==> config.mk <==
export PLATFORM = sky130hd
export DESIGN_NAME = iwdtw_top
export DESIGN_NICKNAME = d
export VERILOG_FILES = /design/src/core/iwdtw_pkg.sv /design/src/core/iwdtw_prescaler.sv /design/src/core/iwdtw_top.sv
export SDC_FILE = /design/constraint.sdc
export NUM_CORES = 1
export LEC_CHECK = 0
export ABC_CLOCK_PERIOD_IN_PS = 3900
export BUFFER_PORTS_ARGS = -buffer_cell sky130_fd_sc_hd__buf_2
export CAP_MARGIN = 0
export CELL_PAD_IN_SITES_DETAIL_PLACEMENT = 0
export CELL_PAD_IN_SITES_GLOBAL_PLACEMENT = 1
export CORE_UTILIZATION = 38
export DETAILED_ROUTE_END_ITERATION = 8
export HOLD_SLACK_MARGIN = 0.08
export PLACE_DENSITY = 0.83
export RECOVER_POWER = 100
export SYNTH_ARGS = -nofsm -noshare
export SYNTH_HDL_FRONTEND = slang
export SYNTH_SLANG_ARGS = --single-unit
==> constraint.sdc <==
create_clock -name aclk -period 3.9 [get_ports aclk]
set_input_delay 0.39 -clock aclk [delete_from_list [all_inputs] [get_ports aclk]]
set_output_delay 0.39 -clock aclk [all_outputs]
set_load 0.1 [all_outputs]
==> src/core/iwdtw_pkg.sv <==
// Constants, field layouts and helpers of the windowed independent watchdog
package iwdtw_pkg;

   // ****************************************
   // Clocking
   // ****************************************
   localparam int CLK_HZ = 125_000_000;
   localparam int SRC_CLK_HZ = 15_000;
   // Bus clocks per watchdog source clock period, rounded down
   localparam int SRC_DIV = CLK_HZ / SRC_CLK_HZ;
   localparam int COUNT_W = 11;
   localparam int THR_W = 12;

   // ****************************************
   // Register map (byte addresses)
   // ****************************************
   localparam int ADDR_W = 8;
   localparam logic [7:0] ADDR_REFRESH = 8'h00;
   localparam logic [7:0] ADDR_CONTROL = 8'h04;
   localparam logic [7:0] ADDR_STATUS = 8'h08;
   localparam logic [7:0] ADDR_RSTCTRL = 8'h0C;
   localparam logic [7:0] ADDR_STOPCTRL = 8'h10;
   localparam logic [7:0] REFRESH_FIRST = 8'h00;
   localparam logic [7:0] REFRESH_SECOND = 8'hFF;

   // Control and status fields
   localparam int CTRL_TOPS_LSB = 0;
   localparam int CTRL_CKS_LSB = 4;
   localparam int CTRL_RPES_LSB = 8;
   localparam int CTRL_RPSS_LSB = 12;
   localparam logic [15:0] CTRL_RESET = 16'h3303;
   localparam int STAT_UFLOW_BIT = 14;
   localparam int STAT_REFERR_BIT = 15;
   localparam int RSTIRQ_BIT = 7;
   localparam int LOWPOWER_COUNT_STOP_BIT = 7;
   localparam logic RSTIRQ_RESET = 1'b1;

   // Option word 0 fields
   localparam int OPT_AUTO_BIT = 1;
   localparam int OPT_TOPS_LSB = 2;
   localparam int OPT_CKS_LSB = 4;
   localparam int OPT_RPES_LSB = 8;
   localparam int OPT_RPSS_LSB = 10;
   localparam int OPT_RSTIRQ_BIT = 12;
   localparam int OPT_LOWPOWER_COUNT_STOP_BIT = 14;

   localparam logic [1:0] RESP_OKAY = 2'h0;
   localparam logic [1:0] RESP_SLVERR = 2'h2;

   // ****************************************
   // Encodings
   // ****************************************
   typedef enum logic [0:0] {
      MODE_REG = 1'b0,
      MODE_AUTO = 1'b1
   } iwdtw_mode_t;

   localparam logic [3:0] CKS_DIV1 = 4'h0;
   localparam logic [3:0] CKS_DIV16 = 4'h2;
   localparam logic [3:0] CKS_DIV32 = 4'h3;
   localparam logic [3:0] CKS_DIV64 = 4'h4;
   localparam logic [3:0] CKS_DIV128 = 4'hF;
   localparam logic [3:0] CKS_DIV256 = 4'h5;

   localparam logic [10:0] TOP_128 = 11'h07F;
   localparam logic [10:0] TOP_512 = 11'h1FF;
   localparam logic [10:0] TOP_1024 = 11'h3FF;
   localparam logic [10:0] TOP_2048 = 11'h7FF;

   // Initial count for a timeout period code
   function automatic logic [10:0] top_count(input logic [1:0] tops);
      case (tops)
         2'h0: return TOP_128;
         2'h1: return TOP_512;
         2'h2: return TOP_1024;
         default: return TOP_2048;
      endcase
   endfunction

   // Undefined codes fall back to no division
   function automatic logic [8:0] div_ratio(input logic [3:0] cks);
      case (cks)
         CKS_DIV16: return 9'h010;
         CKS_DIV32: return 9'h020;
         CKS_DIV64: return 9'h040;
         CKS_DIV128: return 9'h080;
         CKS_DIV256: return 9'h100;
         default: return 9'h001;
      endcase
   endfunction

   // Count threshold of a window edge, in quarters of the period
   function automatic logic [11:0] win_thr(input logic [1:0] code,
                                           input logic [10:0] top,
                                           input logic is_open);
      logic [11:0] qtr;
      logic [2:0] q;
      qtr = ({1'b0, top} + 12'h001) >> 2;
      if (is_open && code == 2'h3) begin
         q = 3'h4;
      end else begin
         q = 3'h3 - {1'b0, code};
      end
      return 12'(qtr * q);
   endfunction

endpackage

==> src/core/iwdtw_prescaler.sv <==
// Source clock enable and selectable divider of the watchdog counter
`timescale 1ns/100ps
module iwdtw_prescaler #(
   parameter int SRC_DIV = iwdtw_pkg::SRC_DIV,
   parameter int CNT_W = 16
) (
   // Clock and reset
   input wire logic aclk,
   input wire logic aresetn,
   // Control
   input wire logic clear,
   input wire logic enable,
   input wire logic [3:0] ratio_sel,
   // Counter step, one cycle
   output logic tick
);

   typedef struct packed {
      logic [CNT_W-1:0] src_cnt;
      logic [8:0] div_cnt;
      logic tick;
   } iwdtw_presc_t;

   localparam logic [CNT_W-1:0] SRC_LAST = CNT_W'(SRC_DIV - 1);

   iwdtw_presc_t s;
   iwdtw_presc_t next_s;

   always_comb begin
      next_s = s;
      next_s.tick = 1'b0;
      if (clear) begin
         // Restart both stages so a new period starts clean
         next_s.src_cnt = '0;
         next_s.div_cnt = '0;
      end else if (enable) begin
         if (s.src_cnt == SRC_LAST) begin
            next_s.src_cnt = '0;
            if (s.div_cnt == iwdtw_pkg::div_ratio(ratio_sel) - 9'h001) begin
               next_s.div_cnt = '0;
               next_s.tick = 1'b1;
            end else begin
               next_s.div_cnt = s.div_cnt + 9'h001;
            end
         end else begin
            next_s.src_cnt = s.src_cnt + {{(CNT_W-1){1'b0}}, 1'b1};
         end
      end
   end

   always_ff @(posedge aclk) begin
      if (!aresetn) begin
         s <= '0;
      end else begin
         s <= next_s;
      end
   end

   assign tick = s.tick;

endmodule

==> src/core/iwdtw_top.sv <==
// Windowed independent watchdog with AXI4-Lite register access
//
// The implementer's own choices: the AXI4-Lite interface to the registers and the placing of the registers.
`timescale 1ns/100ps
module iwdtw_top #(
   parameter int SRC_DIV = iwdtw_pkg::SRC_DIV
) (
   // Clock and reset
   input wire logic aclk,
   input wire logic aresetn,
   // AXI4-Lite write address and data
   input wire logic awvalid,
   output logic awready,
   input wire logic [7:0] awaddr,
   input wire logic [2:0] awprot,
   input wire logic wvalid,
   output logic wready,
   input wire logic [31:0] wdata,
   input wire logic [3:0] wstrb,
   // AXI4-Lite write response
   output logic bvalid,
   input wire logic bready,
   output logic [1:0] bresp,
   // AXI4-Lite read
   input wire logic arvalid,
   output logic arready,
   input wire logic [7:0] araddr,
   input wire logic [2:0] arprot,
   output logic rvalid,
   input wire logic rready,
   output logic [31:0] rdata,
   output logic [1:0] rresp,
   // Device side
   input wire logic [15:0] option_setting_word0,
   input wire logic lowpower_mode,
   output logic reset_request,
   output logic irq_request,
   output logic sleep_count_stop
);

   typedef struct packed {
      logic aw_held;
      logic [7:0] aw_addr;
      logic w_held;
      logic [31:0] wdata;
      logic [3:0] wstrb;
      logic bvalid;
      logic [1:0] bresp;
      logic rvalid;
      logic [31:0] rdata;
      logic [1:0] rresp;
      logic cfg_loaded;
      iwdtw_pkg::iwdtw_mode_t mode;
      logic [15:0] ctrl;
      logic rstirq_reg;
      logic lowpower_count_stop_reg;
      logic [3:0] eff_cks;
      logic [1:0] eff_tops;
      logic [1:0] eff_rpss;
      logic [1:0] eff_rpes;
      logic eff_rstirq;
      logic eff_lowpower_count_stop;
      logic running;
      logic [10:0] count;
      logic armed;
      logic uflow_flag;
      logic referr_flag;
      logic rst_req;
      logic irq_req;
      logic presc_clr;
      logic sleep_stop;
   } iwdtw_state_t;

   localparam iwdtw_state_t S_RST = '{
      ctrl: iwdtw_pkg::CTRL_RESET,
      rstirq_reg: iwdtw_pkg::RSTIRQ_RESET,
      mode: iwdtw_pkg::MODE_REG,
      default: '0
   };

   iwdtw_state_t s;
   iwdtw_state_t next_s;
   logic tick;
   logic halted;
   logic do_write;
   logic refresh_ok;
   logic permitted;
   logic event_hit;
   logic [11:0] open_thr;
   logic [11:0] close_thr;

   // ****************************************
   // Counter clock
   // ****************************************
   iwdtw_prescaler #(
      .SRC_DIV(SRC_DIV)
   ) i_iwdtw_prescaler (
      .aclk(aclk),
      .aresetn(aresetn),
      .clear(s.presc_clr),
      .enable(s.running && !halted),
      .ratio_sel(s.eff_cks),
      .tick(tick)
   );

   // Low-power stop only when the setting allows it
   assign halted = s.eff_lowpower_count_stop && lowpower_mode;

   // ****************************************
   // Window and refresh decode
   // ****************************************
   assign open_thr = iwdtw_pkg::win_thr(s.eff_rpss,
      iwdtw_pkg::top_count(s.eff_tops), 1'b1);
   assign close_thr = iwdtw_pkg::win_thr(s.eff_rpes,
      iwdtw_pkg::top_count(s.eff_tops), 1'b0);
   assign permitted = ({1'b0, s.count} < open_thr)
      && ({1'b0, s.count} >= close_thr);
   assign do_write = s.aw_held && s.w_held && !s.bvalid;
   assign refresh_ok = do_write && s.aw_addr == iwdtw_pkg::ADDR_REFRESH
      && s.wstrb[0] && s.armed
      && s.wdata[7:0] == iwdtw_pkg::REFRESH_SECOND;
   // A refresh landing on the underflow tick wins over the underflow
   assign event_hit = (s.running && !halted && tick && s.count == '0
      && !refresh_ok) || (refresh_ok && s.running && !permitted);

   always_comb begin
      next_s = s;
      next_s.rst_req = 1'b0;
      next_s.irq_req = 1'b0;
      next_s.presc_clr = 1'b0;
      next_s.sleep_stop = s.eff_lowpower_count_stop && lowpower_mode;

      // Option word is sampled once, on the first cycle out of reset
      if (!s.cfg_loaded) begin
         next_s.cfg_loaded = 1'b1;
         if (option_setting_word0[iwdtw_pkg::OPT_AUTO_BIT]) begin
            next_s.mode = iwdtw_pkg::MODE_AUTO;
            next_s.eff_cks = option_setting_word0[
               iwdtw_pkg::OPT_CKS_LSB +: 4];
            next_s.eff_tops = option_setting_word0[
               iwdtw_pkg::OPT_TOPS_LSB +: 2];
            next_s.eff_rpss = option_setting_word0[
               iwdtw_pkg::OPT_RPSS_LSB +: 2];
            next_s.eff_rpes = option_setting_word0[
               iwdtw_pkg::OPT_RPES_LSB +: 2];
            next_s.eff_rstirq = option_setting_word0[
               iwdtw_pkg::OPT_RSTIRQ_BIT];
            next_s.eff_lowpower_count_stop = option_setting_word0[
               iwdtw_pkg::OPT_LOWPOWER_COUNT_STOP_BIT];
            next_s.count = iwdtw_pkg::top_count(option_setting_word0[
               iwdtw_pkg::OPT_TOPS_LSB +: 2]);
            next_s.running = 1'b1;
            next_s.presc_clr = 1'b1;
         end
      end

      // ****************************************
      // AXI4-Lite channels
      // ****************************************
      if (awvalid && awready) begin
         next_s.aw_held = 1'b1;
         next_s.aw_addr = awaddr;
      end
      if (wvalid && wready) begin
         next_s.w_held = 1'b1;
         next_s.wdata = wdata;
         next_s.wstrb = wstrb;
      end
      if (s.bvalid && bready) begin
         next_s.bvalid = 1'b0;
      end
      if (do_write) begin
         next_s.aw_held = 1'b0;
         next_s.w_held = 1'b0;
         next_s.bvalid = 1'b1;
         next_s.bresp = iwdtw_pkg::RESP_OKAY;
         if (s.aw_addr == iwdtw_pkg::ADDR_REFRESH) begin
            // A byte-0 refresh write of anything but the first value disarms the sequence
            if (s.wstrb[0]) begin
               next_s.armed = s.wdata[7:0] == iwdtw_pkg::REFRESH_FIRST;
            end
         end else if (s.aw_addr == iwdtw_pkg::ADDR_CONTROL) begin
            // Settings are fixed by the option word in auto mode
            if (s.mode == iwdtw_pkg::MODE_REG) begin
               if (s.wstrb[0]) begin
                  next_s.ctrl[7:0] = s.wdata[7:0];
               end
               if (s.wstrb[1]) begin
                  next_s.ctrl[15:8] = s.wdata[15:8];
               end
            end
         end else if (s.aw_addr == iwdtw_pkg::ADDR_STATUS) begin
            if (s.wstrb[1]) begin
               if (!s.wdata[iwdtw_pkg::STAT_UFLOW_BIT]) begin
                  next_s.uflow_flag = 1'b0;
               end
               if (!s.wdata[iwdtw_pkg::STAT_REFERR_BIT]) begin
                  next_s.referr_flag = 1'b0;
               end
            end
         end else if (s.aw_addr == iwdtw_pkg::ADDR_RSTCTRL) begin
            if (s.wstrb[0] && s.mode == iwdtw_pkg::MODE_REG) begin
               next_s.rstirq_reg = s.wdata[iwdtw_pkg::RSTIRQ_BIT];
            end
         end else if (s.aw_addr == iwdtw_pkg::ADDR_STOPCTRL) begin
            if (s.wstrb[0] && s.mode == iwdtw_pkg::MODE_REG) begin
               next_s.lowpower_count_stop_reg = s.wdata[iwdtw_pkg::LOWPOWER_COUNT_STOP_BIT];
            end
         end else begin
            next_s.bresp = iwdtw_pkg::RESP_SLVERR;
         end
      end

      if (s.rvalid && rready) begin
         next_s.rvalid = 1'b0;
      end
      if (arvalid && arready) begin
         next_s.rvalid = 1'b1;
         next_s.rresp = iwdtw_pkg::RESP_OKAY;
         next_s.rdata = '0;
         if (araddr == iwdtw_pkg::ADDR_REFRESH) begin
            next_s.rdata = '0;
         end else if (araddr == iwdtw_pkg::ADDR_CONTROL) begin
            next_s.rdata[15:0] = s.ctrl;
         end else if (araddr == iwdtw_pkg::ADDR_STATUS) begin
            next_s.rdata[10:0] = s.count;
            next_s.rdata[iwdtw_pkg::STAT_UFLOW_BIT] = s.uflow_flag;
            next_s.rdata[iwdtw_pkg::STAT_REFERR_BIT] =
               s.referr_flag;
         end else if (araddr == iwdtw_pkg::ADDR_RSTCTRL) begin
            next_s.rdata[iwdtw_pkg::RSTIRQ_BIT] = s.rstirq_reg;
         end else if (araddr == iwdtw_pkg::ADDR_STOPCTRL) begin
            next_s.rdata[iwdtw_pkg::LOWPOWER_COUNT_STOP_BIT] = s.lowpower_count_stop_reg;
         end else begin
            next_s.rresp = iwdtw_pkg::RESP_SLVERR;
         end
      end

      // ****************************************
      // Down-counter
      // ****************************************
      if (s.running && !halted && tick && s.count != '0) begin
         next_s.count = s.count - 11'h001;
      end
      if (refresh_ok) begin
         if (s.running && permitted) begin
            next_s.count = iwdtw_pkg::top_count(s.eff_tops);
            next_s.presc_clr = 1'b1;
         end
         // Register mode takes fresh settings on every good refresh
         if (s.mode == iwdtw_pkg::MODE_REG && (!s.running || permitted))
         begin
            next_s.eff_cks = s.ctrl[iwdtw_pkg::CTRL_CKS_LSB +: 4];
            next_s.eff_tops = s.ctrl[iwdtw_pkg::CTRL_TOPS_LSB +: 2];
            next_s.eff_rpss = s.ctrl[iwdtw_pkg::CTRL_RPSS_LSB +: 2];
            next_s.eff_rpes = s.ctrl[iwdtw_pkg::CTRL_RPES_LSB +: 2];
            next_s.eff_rstirq = s.rstirq_reg;
            next_s.eff_lowpower_count_stop = s.lowpower_count_stop_reg;
            next_s.count = iwdtw_pkg::top_count(
               s.ctrl[iwdtw_pkg::CTRL_TOPS_LSB +: 2]);
            next_s.running = 1'b1;
            next_s.presc_clr = 1'b1;
         end
      end
      if (event_hit) begin
         next_s.running = 1'b0;
         if (refresh_ok) begin
            next_s.referr_flag = 1'b1;
         end else begin
            next_s.uflow_flag = 1'b1;
         end
         if (s.eff_rstirq) begin
            next_s.rst_req = 1'b1;
         end else begin
            next_s.irq_req = 1'b1;
            // Auto mode resumes in the same cycle the interrupt request goes out
            if (s.mode == iwdtw_pkg::MODE_AUTO) begin
               next_s.count = iwdtw_pkg::top_count(s.eff_tops);
               next_s.running = 1'b1;
               next_s.presc_clr = 1'b1;
            end
         end
      end
   end

   always_ff @(posedge aclk) begin
      if (!aresetn) begin
         s <= S_RST;
      end else begin
         s <= next_s;
      end
   end

   // ****************************************
   // Outputs
   // ****************************************
   assign awready = !s.aw_held && !s.bvalid;
   assign wready = !s.w_held && !s.bvalid;
   assign bvalid = s.bvalid;
   assign bresp = s.bresp;
   assign arready = !s.rvalid;
   assign rvalid = s.rvalid;
   assign rdata = s.rdata;
   assign rresp = s.rresp;
   assign reset_request = s.rst_req;
   assign irq_request = s.irq_req;
   assign sleep_count_stop = s.sleep_stop;
endmodule

==> out/metrics.csv, run 1 <==
metric,value,unit
grt_max_degree,72,
drc,0,
coreArea,17420,um^2
syn_to_final_growth,14.00,%
synthArstFlopShare,0,
synthFlopType,dfxtp_1,
top_register,s,
ys_seq_area_frac,0.3670,
max-cap-violations,0,
min_period,3.687,ns
die_y,136.0,um
cp_max_fo,5,
die-area,18490,um^2
start_util,0.3915,
first_pass_iters,5,
peakVddDrop,0.2952,mV
slew_violations,0,
wl_per_cell,14.81,um
synth_warnings,0,
yosysTopAreaCellShare,0.3670,
antenna_left,0,
htreeDepth,4,
grt_antenna_before_repair,0,
grt_overflow_total,0,
synth_area,6819,um^2
hpwlAfterDp,11790,um
status,completed,
max_slew_margin,0.1533,
diodes,0,
drt_iter0_drc,396,
yosysTopAreaCell,dfxtp_1,
cts_buffers,17,
worstPathCellList,"inv_1, nand2_1, nor2_1, fa_1, fa_1, inv_1, ha_1, a21o_1, a21o_1, or2_2, a21oi_2, buf_4, o21ai_2, nor3b_2, o21ba_1",
grt_use_total,0.1826,
placed_area,7243,um^2
die_w,136.0,um
grt_pass1_vias,5256,
cp-start-kind,register,
num_vias,5710,
worst_setup_hold_path_clk_slew,0.06,ns
ys_ff_latch,125,
ios,126,
synth_edf_count,0,
maxClockFrequency,0.2712,GHz
hold_viol,0,
ys_types,78,
setup_tns,0,ns
root_buffer,clkbuf_16,
largest_reg_flops,76,
cts_buffer_depth,2,
p_leak,3.246,nW
grt_pass1_wl,26300,um
rsz0062_at_grt,no,
cts_tree,yes,
required,4.21,ns
holdCritPathClass,input port to register,
vias_per_cell,5.196,
critPathSlowestCell,fa_1,
synthTopCellsByArea,"dfxtp_1 (37%), nand2_1 (7.1%), ha_1 (4.8%)",
critPathBufInv,3,
clock_latency,0.42,ns
finalInstanceArea,7774,um^2
yosysMostFrequentCell,nand2_1,
synth.avg_cell_area,8.450,um^2
drive_above_1_share,0.1362,
cts_hold_buf,0,
worst_pin_slew,1.270,ns
skew,0.01298,ns
globalplace.congestion,0.8345,
portBuffers,80,
wl,16280,um
final.period_utilization,0.9455,
criticalPathCategory,register to register,
rows,48,
fin_nets,972,
worstPathArrival,4.00,ns
synthTopCellsByCount,"nand2_1 (129), dfxtp_1 (125), nor2_1 (72)",
synthCells,807,
setup-violations-final,0,
critPathTopFamily,adder cells,
cts_sinks,125,
endpoint_kind,register,
p_per_area,433.4,nW/um^2
slowest_delay,0.56,ns
[what timing repair did]
item	CTS	global route
setup endpoints to repair	0	2
gates resized for setup	0	2
setup buffers	0	0
[worst register-to-register path, delay by kind of cell (launching register included)]
| kind | cells | cell delay, ns |
|---|---|---|
| AO/OA/AOI/OAI | 5 | 0.83 |
| adder cells (fa/ha/maj) | 3 | 1.37 |
| buffers and inverters | 3 | 0.29 |
| flip-flops | 1 | 0.38 |
| AND/OR/NAND/NOR | 4 | 0.72 |
[area by class of cell]
class	count	area, um^2
fill	1779	9643
multi-input combinational	609	3886
sequential	125	2502
timing repair buffer	91	456.7
clock buffer	20	446.7
tap	225	281.5
clock inverter	12	136.4
inverter	17	63.81
[cells in the final DEF (no fill, tap or decap), drive strengths merged, types with 5 or more instances in the layout]
cell type,netlist,layout
conb,1,18
ha,26,26
nand2b,10,10
or2,6,6
a222oi,13,13
clkbuf,29,49
nor2b,35,35
dfxtp,125,125
xnor2,12,12
o21a,9,9
o21ai,20,20
a21boi,33,33
mux2i,21,21
a31oi,6,6
buf,44,62
clkinv,1,6
and2,7,7
nand2,130,130
a21oi,22,22
and3,10,10
nor4,8,8
or3,6,6
nand4,9,9
nor2,72,72
inv,16,18
nand3,29,29
a211oi,5,5
xor2,14,14
o211a,13,13
nor3,9,9
or4,5,5
a22oi,6,6
and4,6,6
[metal layers]
layer  track usage  vias to the layer above  wire (um)
met4       0.07716                        0        424
met2        0.2911                      134       7469
met1        0.2360                     2649       7617
met3       0.04139                       24        768
li1              -                     2903          -
met5             0                        -          0
[where the power goes]
part	internal, mW	switching [mW]
registers	1.32	0.0562
logic	0.137	0.298
clock network	0.961	0.599
[worst paths after layout]
check                 start      to  slack [ns]  depth (start not counted)
hold / removal    awaddr[0]  s[126]        0.22                          3
setup reg to reg      s[26]   s[14]        0.21                         15
setup / recovery      s[26]   s[14]        0.21                         15
hold reg to reg      s[133]  s[133]        0.46                          2
[stage by stage]
stage / hold slack (ns) / power (mW) / cells / util / worst slack [ns]
after floorplan: 0.4177 / 1.747 / 824 / - / 0.1663
after global placement: 0.4507 / 1.835 / 1067 / 0.4159 / 0.2004
after CTS: 0.2030 / 3.400 / 1099 / 0.4494 / 0.1457
after global routing: 0.2219 / 3.502 / 1099 / 0.4463 / 0.03077
after detailed placement: 0.4604 / 1.840 / 1067 / 0.4159 / 0.1522
final: 0.2188 / 3.369 / 1099 / 0.4463 / 0.2126
[cell families after synthesis]
family | synth area share
flip-flops | 0.3670
AO/OA/AOI/OAI | 0.1789
AND/OR/NAND/NOR | 0.2598
buffers and inverters | 0.07137
XOR/XNOR | 0.03339
multiplexers | 0.03248
adder cells (fa/ha/maj) | 0.05651
other | 0.0005499
(Power assumes the default switching activity.)
==> run 2, diff against run 1 <==
--- a/config.mk
+++ b/config.mk
@@ -5,15 +5,16 @@
 export SDC_FILE = /design/constraint.sdc
 export NUM_CORES = 1
 export LEC_CHECK = 0
+export ABC_AREA = 1
 export ABC_CLOCK_PERIOD_IN_PS = 3900
 export BUFFER_PORTS_ARGS = -buffer_cell sky130_fd_sc_hd__buf_2
 export CAP_MARGIN = 0
 export CELL_PAD_IN_SITES_DETAIL_PLACEMENT = 0
 export CELL_PAD_IN_SITES_GLOBAL_PLACEMENT = 1
-export CORE_UTILIZATION = 38
+export CORE_UTILIZATION = 36
 export DETAILED_ROUTE_END_ITERATION = 8
 export HOLD_SLACK_MARGIN = 0.08
-export PLACE_DENSITY = 0.83
+export PLACE_DENSITY = 0.82
 export RECOVER_POWER = 100
 export SYNTH_ARGS = -nofsm -noshare
 export SYNTH_HDL_FRONTEND = slang
==> out/metrics.csv, run 2 <==
metric,value,unit
p_leak,3.460,nW
grt_pass1_wl,27970,um
final.period_utilization,0.8908,
ys_types,48,
timing.rr.end,s[17],
max-cap-violations,0,
cts_tree,yes,
postCtsSetupRepairBufs,0,
top_register,s,
grt_use_total,0.1816,
synthFlopType,dfxtp_1,
violations,design-rule violations,
drt_iter0_drc,268,
grt_antenna_before_repair,0,
synthTopCellsByArea,"dfxtp_1 (37%), nand2_1 (7.9%), nor2_1 (7.0%)",
rr_startpoint,s[25],
setup-violations-final,0,
worstPathArrival,3.79,ns
yosysMostFrequentCell,nand2_1,
final.fill_count,1895,
hpwlAfterDp,12790,um
wl_per_cell,13.47,um
first_pass_iters,9,
mostFrequentLayoutCell,nand2_1,
grt_overflow_total,0,
ys_seq_area_frac,0.3699,
htreeDepth,4,
grt_max_degree,61,
hold_start,bready,
cp_max_fo,17,
synth_warnings,0,
wl,16850,um
syn_to_final_growth,14.30,%
cts_resized,0,
cts_hold_buf,0,
worst_pin_slew,1.263,ns
endpoint_kind,register,
die-area,19340,um^2
p_per_area,441.5,nW/um^2
seq_area,2502,um^2
antenna_left,0,
holdCritPathClass,input port to register,
peakVddDrop,0.3211,mV
synthTopCellsByCount,"nand2_1 (143), nor2_1 (127), dfxtp_1 (125), inv_1 (125), a21oi_1 (70)",
root_buffer,clkbuf_16,
rows,49,
min_path_cells,4,
die_w,139.1,um
yosysTopAreaCellShare,0.3699,
cts_sinks,125,
synthCells,950,
clock_latency,0.42,ns
synth_area,6765,um^2
power,3.414,mW
layout_common_cells,"nand2_1 (144), inv_1 (128), nor2_1 (128), dfxtp_1 (125), o21ai_0 (73)",
criticalPathCategory,register to register,
slew_violations,0,
cp-start-kind,register,
maxClockFrequency,0.2878,GHz
cts_buffer_depth,2,
synthArstFlopShare,0,
synth_edf_count,0,
ys_ff_latch,125,
grt_pass1_vias,5713,
skew,0.01434,ns
drive_above_1_share,0.1262,
required,4.21,ns
globalplace.congestion,0.8700,
ios,126,
yosysTopAreaCell,dfxtp_1,
hold_viol,0,
status,finished with violations,
largest_reg_flops,76,
coreArea,18210,um^2
portBuffers,80,
worst_setup_hold_path_clk_slew,0.05,ns
rsz0062_at_grt,no,
multiInputGateArea,3413,um^2
r2r_cells,20,
vias_per_cell,4.855,
min_period,3.474,ns
die_y,139.1,um
start_util,0.3715,
r2r_slack,0.43,ns
diodes,0,
max_slew_margin,0.1546,
fin_nets,1120,
min_to,bvalid,
num_vias,6073,
synth.avg_cell_area,7.121,um^2
drc,4,
setup_tns,0,ns
cts_buffers,17,
==> run 2: per-stage QoR <==
step	area, um^2	hold slack, ns	worst slack, ns	util	cells
after CTS	7779	0.2056	0.3024	0.4272	1251
after detailed placement	7171	0.4412	0.3165	0.3938	1219
after global placement	7171	0.4433	0.3532	0.3938	1219
after global routing	7732	0.2365	0.01903	0.4247	1251
final	7732	0.2180	0.4258	0.4247	1251
after floorplan	6829	0.4126	0.7781	-	967
==> run 2: critical path: stages (launching register included) <==
cell and delay [ns]:
dfxtp_1 0.37, inv_1 0.07, nor2_1 0.12, inv_1 0.10
nor2_1 0.15, fa_1 0.46, fa_1 0.55, inv_1 0.04
ha_1 0.28, a21oi_1 0.16, nand2_1 0.07, nand2_1 0.05
nand2_1 0.04, nand2_1 0.13, nand2_2 0.09, nand2_2 0.14
nand3_2 0.14, clkinv_4 0.16, nand2_1 0.06, a21oi_1 0.14
nor2_1 0.05
==> run 2: cell type report <==
type	count	share of cell area
Multi-Input combinational cell	644	0.4414
Clock inverter	8	0.01375
Tap cell	229	0.03706
Timing Repair Buffer	83	0.05049
Clock buffer	24	0.06489
Inverter	138	0.06877
Sequential cell	125	0.3236
==> run 2: logic make-up (layout without fill, tap and decap cells) <==
| logic type | count (synthesis) | after routing | share of synthesized area |
|---|---|---|---|
| and+or+nand+nor | 386 | 386 | 0.2569 |
| buffers and inverters | 198 | 253 | 0.1328 |
| AOI/OAI and AO/OA | 196 | 196 | 0.1635 |
| DFF | 125 | 125 | 0.3699 |
| adders and majority gates | 29 | 29 | 0.05696 |
| xor gates and xnor gates | 15 | 15 | 0.01942 |
| other | 1 | 18 | 0.0005543 |
==> run 2: power breakdown <==
part / leakage [nW] / internal, mW / switching, mW / total, mW
clock: 0.281 / 1.03 / 0.571 / 1.60
sequential: 1.02 / 1.33 / 0.0402 / 1.37
combinational: 2.16 / 0.113 / 0.337 / 0.450
total: 3.46 / 2.47 / 0.948 / 3.41
==> run 2: how the worst max path moves through the flow <==
| stage | start | endpoint | slack [ns] | depth (start not counted) |
|---|---|---|---|---|
| 6_report | s[25] | s[17] | 0.43 | 20 |
| 5_1_grt | s[25] | s[17] | 0.02 | 20 |
| 4_1_cts | s[25] | s[17] | 0.30 | 20 |
| 3_5_place_dp | s[25] | s[17] | 0.32 | 20 |
| 3_3_place_gp | s[25] | s[17] | 0.35 | 20 |
| 2_1_floorplan | s[25] | s[17] | 0.78 | 20 |
==> run 2: routing by layer <==
layer / vias up / GRT usage / part of all wire
met5: - / 0 / 0
met4: 0 / 0.06842 / 0.022
met3: 22 / 0.03833 / 0.045
met2: 160 / 0.2887 / 0.44
met1: 2703 / 0.2410 / 0.49
li1: 3188 / - / -
